File: src/logic/sys_ctrl_pkg.sv
// Constants shared by the system control configuration block
package sys_ctrl_pkg;
    // ----------------------------------------------------------------
    // Register word indices (byte address is four times the index)
    // ----------------------------------------------------------------
    localparam int ADDR_W = 4;
    localparam logic [3:0] IDX_RESET_CONTROL = 4'h3;
    localparam logic [3:0] IDX_SLEEP_CONTROL = 4'h4;
    localparam logic [3:0] IDX_CONFIG_CONTROL = 4'h5;
    localparam logic [3:0] IDX_PRIORITY_ONE = 4'h6;
    localparam logic [3:0] IDX_PRIORITY_TWO = 4'h7;
    localparam logic [3:0] IDX_PRIORITY_THREE = 4'h8;

    // ----------------------------------------------------------------
    // Key-protected reset control word
    // ----------------------------------------------------------------
    localparam logic [15:0] WRITE_KEY = 16'h05fa;
    localparam logic [15:0] KEY_STATUS = 16'hfa05;
    localparam int KEY_LSB = 16;
    localparam int BIT_SYSTEM_RESET_REQUEST = 2;
    localparam int BIT_DEBUG_CLEAR_ACTIVE = 1;
    localparam int BIT_DEBUG_LOCAL_RESET = 0;

    // ----------------------------------------------------------------
    // Sleep control fields
    // ----------------------------------------------------------------
    localparam int BIT_WAKE_ON_ANY_PENDING = 4;
    localparam int BIT_DEEP_SLEEP_SELECT = 2;
    localparam int BIT_SLEEP_AFTER_HANDLER = 1;
    localparam logic [31:0] SLEEP_MASK = 32'h0000_0016;

    // ----------------------------------------------------------------
    // Configuration control fields
    // ----------------------------------------------------------------
    localparam int BIT_STACK_EIGHT_BYTE_ALIGN = 9;
    localparam int BIT_IGNORE_BUS_FAULT_HIGH_PRIO = 8;
    localparam int BIT_DIVIDE_ZERO_TRAP = 4;
    localparam int BIT_MISALIGNED_TRAP = 3;
    localparam int BIT_UNPRIVILEGED_TRIGGER_ACCESS = 1;
    localparam int BIT_THREAD_ENTRY_ANY_LEVEL = 0;
    localparam logic [31:0] CONFIG_MASK = 32'h0000_031b;

    // ----------------------------------------------------------------
    // Priority fields: only the top nibble of each priority byte is stored
    // ----------------------------------------------------------------
    localparam int PRIO_W = 4;
    localparam logic [31:0] PRIO_ONE_MASK = 32'h00f0_f0f0;
    localparam logic [31:0] PRIO_TWO_MASK = 32'hf000_0000;
    localparam logic [31:0] PRIO_THREE_MASK = 32'hf0f0_0000;
    localparam int LSB_MEMORY_FAULT = 4;
    localparam int LSB_BUS_FAULT = 12;
    localparam int LSB_USAGE_FAULT = 20;
    localparam int LSB_SUPERVISOR_CALL = 28;
    localparam int LSB_PENDABLE_SERVICE = 20;
    localparam int LSB_SYSTEM_TICK = 28;

    // Reset value of every stored register
    localparam logic [31:0] REG_RESET = 32'h0000_0000;

    // Low-power state of the core, Gray coded along awake-sleep-deep
    typedef enum logic [1:0] {
        AWAKE = 2'b00,
        LIGHT_SLEEP = 2'b01,
        DEEP_SLEEP = 2'b11
    } power_state_type;
endpackage : sys_ctrl_pkg

File: src/logic/masked_word_reg.sv
// Byte-writable 32-bit register storing only the bits of a fixed mask
module masked_word_reg #(
    parameter logic [31:0] MASK = 32'hffff_ffff
) (
    input wire logic ref_clk,
    input wire logic arst_n,
    input wire logic clk_en,
    input wire logic write_en,
    input wire logic [3:0] byte_en,
    input wire logic [31:0] write_data,
    output logic [31:0] value
);
    // ----------------------------------------------------------------
    // One lane per byte
    // ----------------------------------------------------------------
    genvar lane;
    generate
        for (lane = 0; lane < 4; lane++) begin : g_lane
            logic [7:0] byte_reg;
            // Unmasked bits never store, so they read as zero
            always_ff @(posedge ref_clk or negedge arst_n) begin
                if (!arst_n) begin
                    byte_reg <= sys_ctrl_pkg::REG_RESET[8*lane +: 8];
                end else if (clk_en && write_en && byte_en[lane]) begin
                    byte_reg <= write_data[8*lane +: 8] & MASK[8*lane +: 8];
                end
            end
            assign value[8*lane +: 8] = byte_reg;
        end
    endgenerate
endmodule : masked_word_reg

File: src/logic/system_control_fault_config.sv
// System control, sleep, fault configuration and handler priority block
// How it works
// [RL1] Keyed write of one to reset request bit pulses the system reset output.
// [RL2] Reset request resets everything but debug; the bit always reads zero.
// [RL3] Both debug bits of the reset control word always read zero.
// [RL4] Software must write zero to both debug bits.
// [RL5] Wake on enabled pending, or on any pending when wake-any is set.
// [RL6] Send-event and external events always wake the sleeping core.
// [RL7] Deep sleep select picks deep sleep at one, ordinary sleep at zero.
// [RL8] Sleep after handler puts core to sleep on return to thread.
// [RL9] Stack align bit selects eight-byte alignment at one, four at zero.
// [RL10] Entry stores the alignment in stacked status bit 9; return restores it.
// [RL11] Ignore-bit lets priority -1/-2 handlers ignore data bus faults, else lock up.
// [RL12] Software sets the ignore bit only with handler in safe memory.
// [RL13] Divide-zero trap set makes divides by zero trap.
// [RL14] Divide-zero trap clear gives quotient zero without a trap.
// [RL15] Misaligned trap set makes unaligned halfword or word access fault.
// [RL16] Unaligned multiple or doubleword accesses always fault.
// [RL17] Unprivileged trigger access bit grants unprivileged trigger writes.
// [RL18] Thread entry only with no other active exception unless any-level set.
// [RL19] Three priority registers hold levels 0 to 15, byte accessible.
// [RL20] Low nibble of each priority byte reads zero and ignores writes.
// [RL21] First priority word holds usage, bus and memory fault priorities.
// [RL22] Second holds supervisor call; third holds system tick and pendable.
// [RL23] Reset control writes without the key value are ignored.
// [RL24] Reserved bits read as zero and drop writes.
module system_control_fault_config (
    input wire logic ref_clk,
    input wire logic arst_n,
    input wire logic clk_en,
    input wire logic [3:0] avs_address,
    input wire logic avs_read,
    input wire logic avs_write,
    input wire logic [31:0] avs_writedata,
    input wire logic [3:0] avs_byteenable,
    output logic [31:0] avs_readdata,
    output logic avs_waitrequest,
    output logic system_reset_out,
    input wire logic sleep_request,
    input wire logic return_to_thread,
    input wire logic irq_pending_enabled,
    input wire logic irq_pending_any,
    input wire logic event_pending,
    input wire logic send_event_exec,
    input wire logic external_event,
    output logic core_sleeping,
    output logic core_deep_sleep,
    output logic core_wake,
    input wire logic exception_entry,
    input wire logic exception_return,
    input wire logic stacked_align_in,
    output logic stacked_align_bit,
    output logic active_align_eight,
    input wire logic data_bus_fault,
    input wire logic negative_priority,
    output logic bus_fault_ignored,
    output logic lockup,
    input wire logic divide_exec,
    input wire logic divisor_zero,
    output logic divide_trap,
    output logic quotient_force_zero,
    input wire logic access_unaligned,
    input wire logic access_multi_or_double,
    output logic unaligned_usage_fault,
    input wire logic unpriv_trigger_req,
    output logic trigger_access_granted,
    input wire logic thread_return_req,
    input wire logic no_other_active,
    output logic thread_entry_allowed,
    output logic [3:0] memory_fault_priority,
    output logic [3:0] bus_fault_priority,
    output logic [3:0] usage_fault_priority,
    output logic [3:0] supervisor_call_priority,
    output logic [3:0] pendable_service_priority,
    output logic [3:0] system_tick_priority
);
    // ----------------------------------------------------------------
    // Avalon slave handshake
    // ----------------------------------------------------------------
    logic ack_reg;
    logic request;
    logic write_done;
    logic [31:0] sleep_word;
    logic [31:0] config_word;
    logic [31:0] prio_one_word;
    logic [31:0] prio_two_word;
    logic [31:0] prio_three_word;
    logic [31:0] read_next;
    logic key_ok;
    sys_ctrl_pkg::power_state_type power_reg;
    sys_ctrl_pkg::power_state_type power_next;

    // Word select used by the write path and the reset request; the read mux decodes the address itself
    function automatic logic hit(input logic [3:0] addr, input logic [3:0] idx);
        hit = (addr == idx);
    endfunction : hit

    assign request = avs_read | avs_write;
    // Every access takes two cycles; a frozen clock enable keeps it waiting
    assign avs_waitrequest = request & ~(ack_reg & clk_en);
    assign write_done = avs_write & ack_reg & clk_en;

    // Acknowledge rises one cycle after the request and drops after use
    always_ff @(posedge ref_clk or negedge arst_n) begin
        if (!arst_n) begin
            ack_reg <= 1'b0;
        end else if (clk_en) begin
            ack_reg <= request & ~ack_reg;
        end
    end

    // ----------------------------------------------------------------
    // Stored registers
    // ----------------------------------------------------------------
    // [RL7] sleep fields stored
    masked_word_reg #(.MASK(sys_ctrl_pkg::SLEEP_MASK)) u_sleep (
        .ref_clk(ref_clk),
        .arst_n(arst_n),
        .clk_en(clk_en),
        .write_en(write_done && hit(avs_address, sys_ctrl_pkg::IDX_SLEEP_CONTROL)),
        .byte_en(avs_byteenable),
        .write_data(avs_writedata),
        .value(sleep_word)
    );

    // [RL24] reserved bits dropped
    masked_word_reg #(.MASK(sys_ctrl_pkg::CONFIG_MASK)) u_config (
        .ref_clk(ref_clk),
        .arst_n(arst_n),
        .clk_en(clk_en),
        .write_en(write_done && hit(avs_address, sys_ctrl_pkg::IDX_CONFIG_CONTROL)),
        .byte_en(avs_byteenable),
        .write_data(avs_writedata),
        .value(config_word)
    );

    // [RL20] low nibbles masked
    masked_word_reg #(.MASK(sys_ctrl_pkg::PRIO_ONE_MASK)) u_prio_one (
        .ref_clk(ref_clk),
        .arst_n(arst_n),
        .clk_en(clk_en),
        .write_en(write_done && hit(avs_address, sys_ctrl_pkg::IDX_PRIORITY_ONE)),
        .byte_en(avs_byteenable),
        .write_data(avs_writedata),
        .value(prio_one_word)
    );

    // [RL19] byte-wide priority access
    masked_word_reg #(.MASK(sys_ctrl_pkg::PRIO_TWO_MASK)) u_prio_two (
        .ref_clk(ref_clk),
        .arst_n(arst_n),
        .clk_en(clk_en),
        .write_en(write_done && hit(avs_address, sys_ctrl_pkg::IDX_PRIORITY_TWO)),
        .byte_en(avs_byteenable),
        .write_data(avs_writedata),
        .value(prio_two_word)
    );

    masked_word_reg #(.MASK(sys_ctrl_pkg::PRIO_THREE_MASK)) u_prio_three (
        .ref_clk(ref_clk),
        .arst_n(arst_n),
        .clk_en(clk_en),
        .write_en(write_done && hit(avs_address, sys_ctrl_pkg::IDX_PRIORITY_THREE)),
        .byte_en(avs_byteenable),
        .write_data(avs_writedata),
        .value(prio_three_word)
    );

    // ----------------------------------------------------------------
    // Read mux
    // ----------------------------------------------------------------
    // Unmapped words read zero; reads have no side effects
    always_comb begin
        read_next = 32'h0000_0000;
        unique case (avs_address)
            // [RL2] reset request reads zero
            // [RL3] debug bits read zero
            sys_ctrl_pkg::IDX_RESET_CONTROL: read_next = {sys_ctrl_pkg::KEY_STATUS, 16'h0000};
            sys_ctrl_pkg::IDX_SLEEP_CONTROL: read_next = sleep_word;
            sys_ctrl_pkg::IDX_CONFIG_CONTROL: read_next = config_word;
            sys_ctrl_pkg::IDX_PRIORITY_ONE: read_next = prio_one_word;
            sys_ctrl_pkg::IDX_PRIORITY_TWO: read_next = prio_two_word;
            sys_ctrl_pkg::IDX_PRIORITY_THREE: read_next = prio_three_word;
            default: read_next = 32'h0000_0000;
        endcase
    end

    // Read data captured on the first cycle of the access
    always_ff @(posedge ref_clk or negedge arst_n) begin
        if (!arst_n) begin
            avs_readdata <= 32'h0000_0000;
        end else if (clk_en && avs_read && !ack_reg) begin
            avs_readdata <= read_next;
        end
    end

    // ----------------------------------------------------------------
    // Key-protected system reset request
    // ----------------------------------------------------------------
    // [RL23] key must match
    assign key_ok = avs_byteenable[3] & avs_byteenable[2] & avs_byteenable[0]
        & (avs_writedata[sys_ctrl_pkg::KEY_LSB +: 16] == sys_ctrl_pkg::WRITE_KEY);

    // Debug bits are not acted upon; software is expected to write them zero
    // [RL1] reset request pulse
    always_ff @(posedge ref_clk or negedge arst_n) begin
        if (!arst_n) begin
            system_reset_out <= 1'b0;
        end else if (clk_en) begin
            system_reset_out <= write_done & key_ok
                & hit(avs_address, sys_ctrl_pkg::IDX_RESET_CONTROL)
                & avs_writedata[sys_ctrl_pkg::BIT_SYSTEM_RESET_REQUEST];
        end
    end

    // ----------------------------------------------------------------
    // Low-power state machine
    // ----------------------------------------------------------------
    logic wake_cause;
    logic sleep_cause;

    // [RL5] wake source selection
    // [RL6] events always wake
    assign wake_cause = irq_pending_enabled | event_pending | send_event_exec | external_event
        | (sleep_word[sys_ctrl_pkg::BIT_WAKE_ON_ANY_PENDING] & irq_pending_any);
    // [RL8] sleep on handler exit
    assign sleep_cause = sleep_request
        | (return_to_thread & sleep_word[sys_ctrl_pkg::BIT_SLEEP_AFTER_HANDLER]);

    // Next low-power state
    always_comb begin
        power_next = power_reg;
        unique case (power_reg)
            sys_ctrl_pkg::AWAKE: begin
                // [RL7] mode chosen at entry
                if (sleep_cause) begin
                    power_next = sleep_word[sys_ctrl_pkg::BIT_DEEP_SLEEP_SELECT]
                        ? sys_ctrl_pkg::DEEP_SLEEP : sys_ctrl_pkg::LIGHT_SLEEP;
                end
            end
            sys_ctrl_pkg::LIGHT_SLEEP,
            sys_ctrl_pkg::DEEP_SLEEP: begin
                if (wake_cause) begin
                    power_next = sys_ctrl_pkg::AWAKE;
                end
            end
            default: power_next = sys_ctrl_pkg::AWAKE;
        endcase
    end

    // State register and wake pulse
    always_ff @(posedge ref_clk or negedge arst_n) begin
        if (!arst_n) begin
            power_reg <= sys_ctrl_pkg::AWAKE;
            core_wake <= 1'b0;
        end else if (clk_en) begin
            power_reg <= power_next;
            core_wake <= (power_reg != sys_ctrl_pkg::AWAKE) & wake_cause;
        end
    end

    assign core_sleeping = (power_reg != sys_ctrl_pkg::AWAKE);
    assign core_deep_sleep = (power_reg == sys_ctrl_pkg::DEEP_SLEEP);

    // ----------------------------------------------------------------
    // Stack alignment on exception entry and return
    // ----------------------------------------------------------------
    // [RL9] alignment select
    // [RL10] record and restore
    always_ff @(posedge ref_clk or negedge arst_n) begin
        if (!arst_n) begin
            stacked_align_bit <= 1'b0;
            active_align_eight <= 1'b0;
        end else if (clk_en) begin
            if (exception_entry) begin
                stacked_align_bit <= config_word[sys_ctrl_pkg::BIT_STACK_EIGHT_BYTE_ALIGN];
                active_align_eight <= config_word[sys_ctrl_pkg::BIT_STACK_EIGHT_BYTE_ALIGN];
            end else if (exception_return) begin
                active_align_eight <= stacked_align_in;
            end
        end
    end

    // ----------------------------------------------------------------
    // Fault and trap decisions
    // ----------------------------------------------------------------
    // Lock-up is sticky: only a reset leaves it
    // [RL11] ignore or lock up
    always_ff @(posedge ref_clk or negedge arst_n) begin
        if (!arst_n) begin
            bus_fault_ignored <= 1'b0;
            lockup <= 1'b0;
        end else if (clk_en) begin
            bus_fault_ignored <= data_bus_fault & negative_priority
                & config_word[sys_ctrl_pkg::BIT_IGNORE_BUS_FAULT_HIGH_PRIO];
            if (data_bus_fault && negative_priority
                && !config_word[sys_ctrl_pkg::BIT_IGNORE_BUS_FAULT_HIGH_PRIO]) begin
                lockup <= 1'b1;
            end
        end
    end

    // [RL13] divide trap
    // [RL14] zero quotient
    // [RL15] misaligned trap
    // [RL16] multiples always fault
    always_ff @(posedge ref_clk or negedge arst_n) begin
        if (!arst_n) begin
            divide_trap <= 1'b0;
            quotient_force_zero <= 1'b0;
            unaligned_usage_fault <= 1'b0;
        end else if (clk_en) begin
            divide_trap <= divide_exec & divisor_zero & config_word[sys_ctrl_pkg::BIT_DIVIDE_ZERO_TRAP];
            quotient_force_zero <= divide_exec & divisor_zero
                & ~config_word[sys_ctrl_pkg::BIT_DIVIDE_ZERO_TRAP];
            unaligned_usage_fault <= access_unaligned
                & (access_multi_or_double | config_word[sys_ctrl_pkg::BIT_MISALIGNED_TRAP]);
        end
    end

    // Access grants are handshake answers, so they stay combinational
    // [RL17] trigger access
    assign trigger_access_granted = unpriv_trigger_req
        & config_word[sys_ctrl_pkg::BIT_UNPRIVILEGED_TRIGGER_ACCESS];
    // [RL18] thread entry check
    assign thread_entry_allowed = thread_return_req
        & (no_other_active | config_word[sys_ctrl_pkg::BIT_THREAD_ENTRY_ANY_LEVEL]);

    // ----------------------------------------------------------------
    // Priority fields to the exception logic
    // ----------------------------------------------------------------
    // [RL21] first word layout
    assign memory_fault_priority = prio_one_word[sys_ctrl_pkg::LSB_MEMORY_FAULT +: sys_ctrl_pkg::PRIO_W];
    assign bus_fault_priority = prio_one_word[sys_ctrl_pkg::LSB_BUS_FAULT +: sys_ctrl_pkg::PRIO_W];
    assign usage_fault_priority = prio_one_word[sys_ctrl_pkg::LSB_USAGE_FAULT +: sys_ctrl_pkg::PRIO_W];
    // [RL22] second and third layout
    assign supervisor_call_priority = prio_two_word[sys_ctrl_pkg::LSB_SUPERVISOR_CALL +: sys_ctrl_pkg::PRIO_W];
    assign pendable_service_priority =
        prio_three_word[sys_ctrl_pkg::LSB_PENDABLE_SERVICE +: sys_ctrl_pkg::PRIO_W];
    assign system_tick_priority = prio_three_word[sys_ctrl_pkg::LSB_SYSTEM_TICK +: sys_ctrl_pkg::PRIO_W];
endmodule : system_control_fault_config

File: config.mk
export PLATFORM = sky130hd
export DESIGN_NAME = system_control_fault_config
export DESIGN_NICKNAME = d
export VERILOG_FILES = /design/src/logic/sys_ctrl_pkg.sv /design/src/logic/masked_word_reg.sv /design/src/logic/system_control_fault_config.sv
export SDC_FILE = /design/constraint.sdc
export NUM_CORES = 1
export LEC_CHECK = 0
export ABC_AREA = 1
export BUFFER_PORTS_ARGS = -buffer_cell sky130_fd_sc_hd__buf_2
export CAP_MARGIN = 20
export CORE_MARGIN = 5
export CORE_UTILIZATION = 45
export DETAILED_ROUTE_END_ITERATION = 6
export PLACE_DENSITY = 0.87
export SLEW_MARGIN = 0
export SYNTH_ARGS = -nofsm -noshare
export SYNTH_HDL_FRONTEND = slang
export SYNTH_SLANG_ARGS = --single-unit
File: constraint.sdc
create_clock -name ref_clk -period 1.8 [get_ports ref_clk]
set_input_delay 0.45 -clock ref_clk [delete_from_list [all_inputs] [get_ports ref_clk]]
set_output_delay 0.45 -clock ref_clk [all_outputs]
set_load 0.03 [all_outputs]
Yosys cells after proc, flatten, opt, wreduce, memory -nomap -nowiden
Index checks and enable logic that the tools add are counted.
{ "totals": {"regBits": 77, "latchBits": 0, "ramBits": 0, "romBits": 0, "input_bits": 64, "output_inout_bits": 70, "elab_cells": 105, "mem_count": 0} }
{ "op_classes": {"addsub": 0, "n_mul": 0, "div": 0, "order_cmp": 0, "eq_ne": 11, "shift": 0, "muxes": 7, "bitwise": 33, "n_reduce_logical": 33} }
{ "op_table": {"columns": ["op", "count"], "rows": [
  ["$pmux W32 S6", 1],
  ["$logic_and A1 B1 Y1", 23],
  ["$and A1 B1 Y1", 22],
  ["$eq A16 B11 Y1 const B", 1],
  ["$eq A4 B3 Y1 const B", 4],
  ["$or A1 B1 Y1", 8],
  ["$mux W2", 3],
  ["$reduce_and A2 Y1", 3],
  ["$eq A4 B2 Y1 const B", 1],
  ["$eq A4 B4 Y1 const B", 1],
  ["$ne A2 B2 Y1 const B", 2],
  ["$pmux W2 S2", 1],
  ["$reduce_bool A2 Y1", 2],
  ["$not A1 Y1", 3],
  ["$reduce_and A3 Y1", 1],
  ["$eq A2 B1 Y1 const B", 1],
  ["$eq A2 B2 Y1 const B", 1],
  ["$logic_not A1 Y1", 2],
  ["$logic_not A2 Y1", 1],
  ["$mux W1", 2],
  ["$reduce_or A2 Y1", 1]
]} }

Depth between registers and ports, before layout
Gate-level depths: netlist of the first run.
{ "logic_depth": {"word_depth": 6, "mapped_depth": 8, "depth_no_buf": 8} }

Hierarchy
Synthesis of the first run repeated with hierarchy kept, for this count alone.
{ "hier_totals": {"hier_cells": 844, "hier_area_um2": 5726.7} }
{ "by_module_without_submodules": {"columns": ["mod", "instances", "cells_each", "area_per_inst_um2", "seq_area_each_um2"], "rows": [
  ["system_control_fault_config", 1, 565, 3338.2, 1101.1],
  ["masked_word_reg (u_prio_one)", 1, 74, 653.1, 300.3],
  ["masked_word_reg (u_prio_three)", 1, 61, 551.8, 200.2],
  ["masked_word_reg (u_config)", 1, 55, 456.7, 150.1],
  ["masked_word_reg (u_prio_two)", 1, 46, 379.1, 100.1],
  ["masked_word_reg (u_sleep)", 1, 43, 347.8, 75.1]
]} }

Worst setup path before layout of the first run
No wires, ideal clock.
{ "synth_timing": {"path_kind": "input to output", "start": "in clk_en", "end": "out avs_waitrequest", "arrival_ns": 1.115, "required_ns": 1.350, "path_slack_ns": 0.235, "path_stages": 2, "n_path_buf": 1, "path_cell_list": "buf_2 a21oi_1"} }
{ "synth_via": {"elab_chain_cells": 3} }
{ "synth_lines": {"columns": ["item", "line", "rtl"], "rows": [
  ["start: declaration", "system_control_fault_config.sv:30", "input wire logic clk_en,"],
  ["$and A1 B1 Y1", "system_control_fault_config.sv:100", "assign avs_waitrequest = request & ~(ack_reg & clk_en);"],
  ["$not A1 Y1", "system_control_fault_config.sv:100", null],
  ["$and A1 B1 Y1", "system_control_fault_config.sv:100", null],
  ["end: declaration", "system_control_fault_config.sv:37", "output logic avs_waitrequest,"]
]} }
Every way passes these cells.

Final worst setup path of the first run
{ "layout_timing": {"start": "reg ack_reg", "end": "out avs_waitrequest"} }
{ "layout_via": {"elab_chain_cells": 3} }
{ "layout_lines": {"columns": ["item", "line", "rtl"], "rows": [
  ["start: declaration", "system_control_fault_config.sv:80", "logic ack_reg;"],
  ["start signal: assignment", "system_control_fault_config.sv:108", "ack_reg <= request & ~ack_reg;"],
  ["$and A1 B1 Y1", "system_control_fault_config.sv:100", null],
  ["$not A1 Y1", "system_control_fault_config.sv:100", null],
  ["$and A1 B1 Y1", "system_control_fault_config.sv:100", null]
]} }
Every way passes these cells.

==> impl_results.md, run 1 <==
* Crit-path max FO at 5
* Routed len/inst at 13.2 um
* Combined global-route utilization of all metal layers at 0.198
* Type of destination of the critical path: output pin
* Clock tree root buffer cell: sky130_fd_sc_hd__clkbuf_8
* Clock sink count at 68
* Via Count at 3051
* Total grt overflow at 0
* Design Power at approximately 3.7 mW
* Post-CTS Setup Inserts at 0
* Share of final-layout standard cells stronger than drive strength 1 at 0.297
* Critical path data required time at between 1 and 1.5 ns
* Arr. time, crit path at 1.12 ns
* Global-route wire length before repair at 13.8 mm
* Final RePlAce weighted congestion at 0.805
* Ports at around 130
* Switch Pwr at approximately 1.2 mW
* Worst setup SP type: flip-flop
* Mean post-synth cell area at between 7 and 8 um2
* Fill count at between 600 and 700
* Most common cell in the synthesized netlist: sky130_fd_sc_hd__nand2_1
* Clock slew at the register clock pins of the worst setup and hold paths at roughly 0.070 ns
* Floorplan die area at 0.00884 mm2
* Die Wd at 94.0 um
* Number of slew-limit violations in the final report at 0
* Final layout net count at 603
* Post-synthesis sequential area ratio at 0.536
* Pin count of the biggest net entering global routing at 69
* Min-Delay Path Class: primary input to async pin
* Total clock buffers created by CTS at 9
* Count of routing violations after the opening detailed-route iteration at 174
* Antenna viol nets, final at 0
* Number of antenna violations at the first check in global routing at 0
* Final critical-path share of the clock period at 0.870
* Chip height at 94.0 um
* Routed wire length at 8.42 mm
* Area growth from synthesis to final layout at 29.0%
* Number of hold violations in the final report at 0
* Synth warnings at 0
* Total power divided by cell area at 909 mW/mm2
* Least-Margin Pin Slew at 0.538 ns
* Sw Ratio at 0.319
* Synth top cells by count: sky130_fd_sc_hd__nand2_1, sky130_fd_sc_hd__dfrtp_1, sky130_fd_sc_hd__nand3_1
* Number of maximum-capacitance violations at 0
* Share of total power in the clock network at 0.311
* Count of placed standard cells in the final layout, fillers left out at 639
* Number of enable flip-flop cells after synthesis at 0
* Router iterations before antenna repair at 4
* Cells after synthesis at roughly 400
* Port Buffer Count at 125
* CTS resizes at 0
* Seq pwr share at 0.476
* Remaining DRCs at 0
* Final setup violation count at 0
* Static leakage power at approximately 2.5 nW
* Routed vias/inst at 4.77
* CTS tree: built
* Prevailing post-synth register cell: sky130_fd_sc_hd__dfrtp_1
* Number of distinct library cells after synthesis at 26
* Starting utilization of the core area at 0.465
* Max-Slew Margin vs Limit at 0.640
* Maximum root-to-sink buffer count at 2
* Highest attainable clock frequency at 639 MHz
* # placed instances at 624
* Via count of the first global-routing pass at 2983
* Outcome: finished, final reports clean
* Clock latency at the later pin of the worst-skew pair at 0.32 ns
* RSZ-0062 raised after global routing: no
* Post-synth ARST share at 1.00
* # hold bufs at CTS at 0
* Most area-consuming cells after synthesis: sky130_fd_sc_hd__dfrtp_1, sky130_fd_sc_hd__nand2_1, sky130_fd_sc_hd__nand3_1
* Area of the core at between 0.006 and 0.007 mm2
* Worst voltage drop across the vdd grid at 0.508 mV
* H-tree levels at 3
* Cell-internal power at 2.54 mW
* Min Clock Period, post-route at around 1.6 ns
* Largest clock skew in the final design at 0.00542 ns
* Combinational cell fraction of total power at 0.213
* Ant. Diodes at 0
* Worst Setup Path Type: flip-flop to output pin
* FP Rows at 30
* Leading area contributor after synthesis: sky130_fd_sc_hd__dfrtp_1
* Synthesis-stage register bit count at 68
* Mapped Area at 0.00318 mm2
* Yosys top cell area share at 0.536
* Post-DP HPWL at about 6.5 mm
* Setup tns final at 0 ns
* Number of flip-flops under the largest register name at 23
metal layers:
| metal | vias to the layer above | track usage | share of wire | wire length (um) |
|---|---|---|---|---|
| li1 | 1531 | - | - | - |
| met1 | 1402 | 0.253 | 0.42 | 3580 |
| met2 | 104 | 0.334 | 0.50 | 4200 |
| met3 | 14 | 0.0337 | 0.059 | 494 |
| met4 | 0 | 0.0794 | 0.018 | 148 |
| met5 | - | 0 | 0 | 0 |
power by group through the flow:
stage          Clock [mW]  Sequential (mW)  Combinational [mW]
2_1_floorplan           0             1.97               0.328
3_3_place_gp            0             1.79               0.779
3_5_place_dp            0             1.80               0.801
4_1_cts              1.19             1.77               0.804
5_1_grt              1.25             1.79               0.871
6_report             1.16             1.77               0.793
kinds of logic after synthesis:
family / count (synthesis) / synth area share
AND/OR/NAND/NOR: 267 / 0.352
flip-flops: 68 / 0.536
buffers and inverters: 48 / 0.0701
AO/OA/AOI/OAI: 23 / 0.0378
multiplexers: 1 / 0.00315
other: 1 / 0.00118
final timing paths:
check | to | cells after the start | startpoint | slack, ns
max | avs_waitrequest | 2 | ack_reg$_DFFE_PN0P_ | 0.23
min | avs_readdata[20]$_DFFE_PN0P_ | 2 | arst_n | 0.14
max reg2reg | u_prio_one.g_lane[1].byte_reg[6]$_DFFE_PN0P_ | 5 | ack_reg$_DFFE_PN0P_ | 0.36
min reg2reg | lockup$_DFFE_PN0P_ | 2 | lockup$_DFFE_PN0P_ | 0.46
max in group asynchronous | avs_readdata[13]$_DFFE_PN0P_ | 2 | arst_n | 1.39
min in group ref_clk | u_prio_three.g_lane[2].byte_reg[4]$_DFFE_PN0P_ | 3 | avs_writedata[20] | 0.35
worst max-delay path, stage by stage (launching register included):
cell,delay [ns]
sky130_fd_sc_hd__dfrtp_1,0.44
sky130_fd_sc_hd__a21oi_1,0.14
sky130_fd_sc_hd__buf_2,0.21
stage by stage:
stage	hold slack [ns]	util	cell area (um2)	worst slack [ns]
4_1_cts	0.142	0.600	4100	0.225
6_report	0.137	0.600	4100	0.235
3_3_place_gp	0.443	0.573	3910	0.209
3_5_place_dp	0.453	0.573	3910	0.176
5_1_grt	0.162	0.600	4100	0.164
2_1_floorplan	0.154	-	3200	0.235
cell type report:
| cell class | count | area, um2 | area share |
|---|---|---|---|
| Tap cell | 96 | 120 | 0.0293 |
| Inverter | 32 | 120 | 0.0293 |
| Timing Repair Buffer | 131 | 696 | 0.170 |
| Multi-Input combinational cell | 297 | 1270 | 0.311 |
| Sequential cell | 68 | 1700 | 0.415 |
| Clock buffer | 14 | 183 | 0.0446 |
| Clock inverter | 1 | 5.00 | 0.00122 |
cells in the final DEF (no fill, tap or decap):
cell type,instances
sky130_fd_sc_hd__nand2_1,184
sky130_fd_sc_hd__inv_1,26
sky130_fd_sc_hd__o21a_1,1
sky130_fd_sc_hd__mux2i_1,1
sky130_fd_sc_hd__nor2_4,1
sky130_fd_sc_hd__buf_4,4
sky130_fd_sc_hd__nor2_2,6
sky130_fd_sc_hd__dfrtp_1,68
sky130_fd_sc_hd__clkbuf_1,1
sky130_fd_sc_hd__clkinv_2,1
sky130_fd_sc_hd__conb_1,6
sky130_fd_sc_hd__inv_2,5
sky130_fd_sc_hd__nand3_2,1
sky130_fd_sc_hd__buf_2,125
sky130_fd_sc_hd__clkbuf_8,13
sky130_fd_sc_hd__o31ai_1,1
sky130_fd_sc_hd__nand2_2,1
sky130_fd_sc_hd__nand3_1,49
sky130_fd_sc_hd__nand3b_1,1
sky130_fd_sc_hd__buf_12,2
sky130_fd_sc_hd__clkinv_1,1
sky130_fd_sc_hd__nor2_1,20
sky130_fd_sc_hd__a21oi_1,4
sky130_fd_sc_hd__nor3_4,1
sky130_fd_sc_hd__nand4_1,1
sky130_fd_sc_hd__nor3_2,1
sky130_fd_sc_hd__o21ai_0,8
sky130_fd_sc_hd__o21ai_1,9
sky130_fd_sc_hd__nor3_1,1
Note: power is estimated with default switching activity, not from simulation.
==> run 2, diff against run 1 <==
==> constraint.sdc (replaced) <==
create_clock -name ref_clk -period 1.95 [get_ports ref_clk]
set_input_delay 0.4875 -clock ref_clk [delete_from_list [all_inputs] [get_ports ref_clk]]
set_output_delay 0.4875 -clock ref_clk [all_outputs]
set_load 0.03 [all_outputs]
==> impl_results.md, run 2 (synthesis gave the netlist of run 1 again) <==
* Highest attainable clock frequency at 624 MHz
* Floorplan die area at 0.00884 mm2
* Total power divided by cell area at 841 mW/mm2
* Setup tns final at 0 ns
* Number of flip-flops under the largest register name at 23
* Max-Slew Margin vs Limit at 0.645
* Combinational cell fraction of total power at 0.212
* Final setup violation count at 0
* Static leakage power at 2.48 nW
* Worst voltage drop across the vdd grid at around 0.53 mV
* Seq pwr share at 0.476
* Maximum root-to-sink buffer count at 2
* Share of total power in the clock network at 0.312
* Crit-path max FO at 5
* Chip height at 94.0 um
* Switch Pwr at 1.09 mW
* Final RePlAce weighted congestion at 0.812
* Total clock buffers created by CTS at 9
* Final critical-path share of the clock period at 0.822
* Clock latency at the later pin of the worst-skew pair at 0.32 ns
* Number of antenna violations at the first check in global routing at 0
* Area growth from synthesis to final layout at 28.6%
* Post-CTS Setup Inserts at 0
* Post-DP HPWL at 6.43 mm
* Min-Delay Path Class: primary input to async pin
* Clock sink count at slightly below 70
* Ant. Diodes at 0
* Least-Margin Pin Slew at around 0.53 ns
* CTS tree: built
* Routed len/inst at 12.9 um
* Pin count of the biggest net entering global routing at 69
* Routed wire length at 8.24 mm
* Die Wd at between 90 and 100 um
* Area of the core at between 0.006 and 0.007 mm2
* Outcome: finished, final reports clean
* Port Buffer Count at 125
* CTS resizes at 0
* Number of hold violations in the final report at 0
* Antenna viol nets, final at 0
* Type of destination of the critical path: output pin
* Worst setup SP type: flip-flop
* Routed vias/inst at about 4.8
* Cell chain of the critical path: a21oi_1, buf_2
* Number of maximum-capacitance violations at 0
* Worst Setup Path Type: flip-flop to output pin
* Starting utilization of the core area at 0.465
* Min Clock Period, post-route at 1.60 ns
* Stage delay of the slowest cell on the critical path at 0.44 ns
* Combined global-route utilization of all metal layers at 0.198
* Via count of the first global-routing pass at 2992
* Clock tree root buffer cell: sky130_fd_sc_hd__clkbuf_8
* Critical path data required time at 1.46 ns
* Critical path's slowest cell: sky130_fd_sc_hd__dfrtp_1
* Share of final-layout standard cells stronger than drive strength 1 at 0.297
* Commonest cells after routing, fill and taps aside: sky130_fd_sc_hd__nand2_1, sky130_fd_sc_hd__buf_2, sky130_fd_sc_hd__dfrtp_1
* Total grt overflow at 0
* Ports at 134
* FP Rows at 30
* H-tree levels at 3
* Number of slew-limit violations in the final report at 0
* RSZ-0062 raised after global routing: no
* Remaining DRCs at 0
* Router iterations before antenna repair at 4
* Cell-internal power at 2.34 mW
* Placement Setup Slack at 0.269 ns
* Fill count at 676
* # hold bufs at CTS at 0
* Via Count at 3061
* Count of routing violations after the opening detailed-route iteration at 164
* Largest clock skew in the final design at 0.00681 ns
* Most common cell after layout, fill and taps aside: sky130_fd_sc_hd__nand2_1
* Global-route wire length before repair at 13.7 mm
* Final Worst Setup Slack at 0.348 ns
* Sw Ratio at 0.318
* Final layout net count at 603
* Clock slew at the register clock pins of the worst setup and hold paths at 0.07 ns
* Arr. time, crit path at 1.11 ns
==> run 2: path summary, 6_finish.rpt <==
check / from / depth (start not counted) / to / slack [ns]
max in group asynchronous: arst_n / 2 / bus_fault_ignored$_DFFE_PN0P_ / 1.50
setup / recovery: ack_reg$_DFFE_PN0P_ / 2 / avs_waitrequest / 0.35
min in group ref_clk: avs_writedata[20] / 3 / u_prio_three.g_lane[2].byte_reg[4]$_DFFE_PN0P_ / 0.39
setup reg to reg: ack_reg$_DFFE_PN0P_ / 6 / u_prio_three.g_lane[2].byte_reg[7]$_DFFE_PN0P_ / 0.52
hold / removal: arst_n / 2 / u_prio_three.g_lane[2].byte_reg[5]$_DFFE_PN0P_ / 0.17
hold reg to reg: avs_readdata[12]$_DFFE_PN0P_ / 2 / avs_readdata[12]$_DFFE_PN0P_ / 0.48
==> run 2: stage by stage <==
stage          std cells  instance area (um2)  hold slack [ns]  total power, mW   util
2_1_floorplan        413                 3200            0.192             2.12      -
4_1_cts              639                 4090            0.176             3.47  0.598
3_3_place_gp         624                 3900            0.443             2.37  0.571
5_1_grt              639                 4090            0.191             3.62  0.598
6_report             639                 4090            0.174             3.44  0.598
3_5_place_dp         624                 3900            0.461             2.40  0.571
==> run 2: layout make-up <==
type,instances,area [um2],share of cell area
multi-input cells,297,1270,0.312
inverters,32,120,0.0294
clock buffers,14,183,0.0447
flip-flops and latches,68,1700,0.416
repair buffers,131,683,0.167
clock inverters,1,5.00,0.00122
well taps,96,120,0.0294
==> run 2: metal layers <==
layer  global-route usage  vias up  part of all wire
met4               0.0830        0             0.021
met1                0.242     1402              0.41
li1                     -     1532                 -
met3               0.0369       14             0.079
met5                    0        -                 0
met2                0.340      113              0.49
==> run 2: critical path: cells and delay by family, from the launching register on <==
kind | cells | cell delay, ns
buffers and inverters | 1 | 0.21
AOI/OAI and AO/OA | 1 | 0.14
DFF | 1 | 0.44
==> run 2: power by group through the flow <==
stage | Combinational (mW) | Sequential, mW | Clock, mW
2_1_floorplan | 0.303 | 1.81 | 0
5_1_grt | 0.804 | 1.66 | 1.16
3_5_place_dp | 0.736 | 1.66 | 0
6_report | 0.727 | 1.64 | 1.07
3_3_place_gp | 0.718 | 1.65 | 0
4_1_cts | 0.738 | 1.64 | 1.10
==> run 3, diff against run 2 <==
--- a/config.mk
+++ b/config.mk
@@ -9,7 +9,7 @@
 export BUFFER_PORTS_ARGS = -buffer_cell sky130_fd_sc_hd__buf_2
 export CAP_MARGIN = 20
 export CORE_MARGIN = 5
-export CORE_UTILIZATION = 45
+export CORE_UTILIZATION = 43
 export DETAILED_ROUTE_END_ITERATION = 6
 export PLACE_DENSITY = 0.87
 export SLEW_MARGIN = 0
==> constraint.sdc (replaced) <==
create_clock -name ref_clk -period 1.3 [get_ports ref_clk]
set_input_delay 0.325 -clock ref_clk [delete_from_list [all_inputs] [get_ports ref_clk]]
set_output_delay 0.325 -clock ref_clk [all_outputs]
set_load 0.03 [all_outputs]
==> impl_results.md, run 3 (synthesis gave the netlist of run 1 again) <==
* Crit-path max FO at 2
* Last element of the critical path: avs_waitrequest
* Min Clock Period, post-route at 1.45 ns
* CTS tree: built
* Number of antenna violations at the first check in global routing at 0
* Worst reg2reg endpoint: u_prio_one.g_lane[1].byte_reg[7]$_DFFE_PN0P_
* H-tree levels at 3
* Number of flip-flops under the largest register name at 23
* Floorplan die area at 0.00921 mm2
* Share of final-layout standard cells stronger than drive strength 1 at 0.361
* Clock tree root buffer cell: sky130_fd_sc_hd__clkbuf_8
* Global-route wire length before repair at 13.6 mm
* Final Worst Setup Slack at -0.152 ns
* Pin count of the biggest net entering global routing at between 60 and 70
* # hold bufs at CTS at 0
* Least-Margin Pin Slew at 0.546 ns
* Clock slew at the register clock pins of the worst setup and hold paths at 0.07 ns
* Worst Setup Path Type: flip-flop to output pin
* Commonest cells after routing, fill and taps aside: sky130_fd_sc_hd__nand2_1, sky130_fd_sc_hd__buf_2, sky130_fd_sc_hd__dfrtp_1
* Chip height at roughly 96 um
* Count of placed standard cells in the final layout, fillers left out at 675
* Outcome: complete, but fails checks
* Area of the core at 0.00721 mm2
* Worst reg-to-reg path cell count at 7
* Area growth from synthesis to final layout at 44.2%
* Total grt overflow at 0
* Final setup violation count at 11
* Fill count at 665
* Port Buffer Count at between 100 and 150
* Router iterations before antenna repair at 4
* Ant. Diodes at 0
* Clock sink count at 68
* Ports at 134
* Combined global-route utilization of all metal layers at 0.193
* Remaining DRCs at 0
* Clock latency at the later pin of the worst-skew pair at 0.33 ns
* Critical Path Source: ack_reg$_DFFE_PN0P_
* Core utilization of the finished layout at 0.635
* Routed wire length at 8.98 mm
* Number of slew-limit violations in the final report at 0
* Min-Delay Path Class: primary input to async pin
* Antenna viol nets, final at 0
* Amount of wire on met2 after detailed routing at 4.56 mm
* Final RePlAce weighted congestion at 0.836
* Total clock buffers created by CTS at 9
* Final critical-path share of the clock period at 1.12
* Worst setup SP type: flip-flop
* Highest attainable clock frequency at 689 MHz
* Post-DP HPWL at between 6 and 7 mm
* # placed instances at 642
* Routed vias/inst at 4.67
* Starting utilization of the core area at 0.440
* Number of maximum-capacitance violations at 0
* Sum of routed wire segments on met1 at ~3.8 mm
* Via count of the first global-routing pass at 2966
* Type of destination of the critical path: output pin
* Final layout net count at 635
* Via Count at 3153
* Routed len/inst at 13.3 um
* RSZ-0062 raised after global routing: yes
* Arr. time, crit path at 1.13 ns
* Max-Slew Margin vs Limit at 0.634
* Total power divided by cell area at 1310 mW/mm2
* Worst voltage drop across the vdd grid at 0.774 mV
* Number of hold violations in the final report at 0
* Die Wd at about 96 um
* Largest clock skew in the final design at 0.00705 ns
* Highest metal layer with signal wires: met4
* Source of the worst register-to-register timing path: ack_reg$_DFFE_PN0P_
* Critical path data required time at 0.98 ns
* Static leakage power at 2.73 nW
* FP Rows at 31
* Wire length on met3 at 509 um
* Failing checks: negative setup slack
* Reg-to-reg slack, setup at -0.04 ns
* Most common cell after layout, fill and taps aside: sky130_fd_sc_hd__nand2_1
* Count of routing violations after the opening detailed-route iteration at 108
* Maximum root-to-sink buffer count at 2
==> run 3: worst max-delay path, stage by stage (launching register included) <==
cell and delay, ns:
sky130_fd_sc_hd__dfrtp_1 0.40, sky130_fd_sc_hd__buf_6 0.13, sky130_fd_sc_hd__a21oi_2 0.12, sky130_fd_sc_hd__buf_6 0.14
==> run 3: worst min-delay path by stage <==
stage,cells past startpoint,end,from
CTS,2,u_prio_three.g_lane[2].byte_reg[4]$_DFFE_PN0P_,arst_n
finish,2,avs_readdata[20]$_DFFE_PN0P_,arst_n
global placement,2,avs_readdata[21]$_DFFE_PN0P_,arst_n
floorplan,0,ack_reg$_DFFE_PN0P_,arst_n
global route,2,u_prio_three.g_lane[2].byte_reg[4]$_DFFE_PN0P_,arst_n
detailed placement,2,u_prio_three.g_lane[2].byte_reg[4]$_DFFE_PN0P_,arst_n
==> run 3: area by class of cell <==
| cell class | instances | area, um2 | share of cell area |
|---|---|---|---|
| Multi-Input combinational cell | 297 | 1340 | 0.293 |
| Clock buffer | 12 | 155 | 0.0339 |
| Inverter | 32 | 125 | 0.0273 |
| Timing Repair Buffer | 163 | 1030 | 0.226 |
| Clock inverter | 4 | 95.1 | 0.0208 |
| Sequential cell | 68 | 1700 | 0.372 |
| Tap cell | 99 | 124 | 0.0270 |
==> run 3: power by group <==
part	switching, mW	internal (mW)	leakage [nW]
registers	0.155	2.30	0.919
logic	0.846	0.516	1.69
clock network	0.787	1.38	0.127
==> run 3: per-stage QoR <==
step / setup WS [ns] / setup TNS [ns] / hold slack (ns) / instance area, um2 / total power [mW]
CTS: -0.175 / -0.453 / 0.0118 / 4350 / 5.90
finish: -0.152 / -0.398 / 0.00521 / 4580 / 5.98
global placement: -0.121 / -1.64 / 0.368 / 4020 / 3.60
global route: -0.202 / -1.81 / 0.0342 / 4580 / 6.26
detailed placement: -0.110 / -1.75 / 0.378 / 4020 / 3.63
floorplan: 0.122 / 0 / 0.0294 / 3200 / 3.18
==> run 3: repair_timing <==
action | in CTS | in global routing
pin swaps | 3 | 10
buffers inserted | 5 | 11
resized for setup | 13 | 50
endpoints found under the setup margin | 5 | 66
gates cloned | 0 | 1
hold endpoints to repair | 0 | 0
==> run 3: per-layer routing <==
layer,global-route usage,up-vias
met4,0.0711,0
met5,0,-
met2,0.328,90
met1,0.242,1460
met3,0.0430,6
li1,-,1597
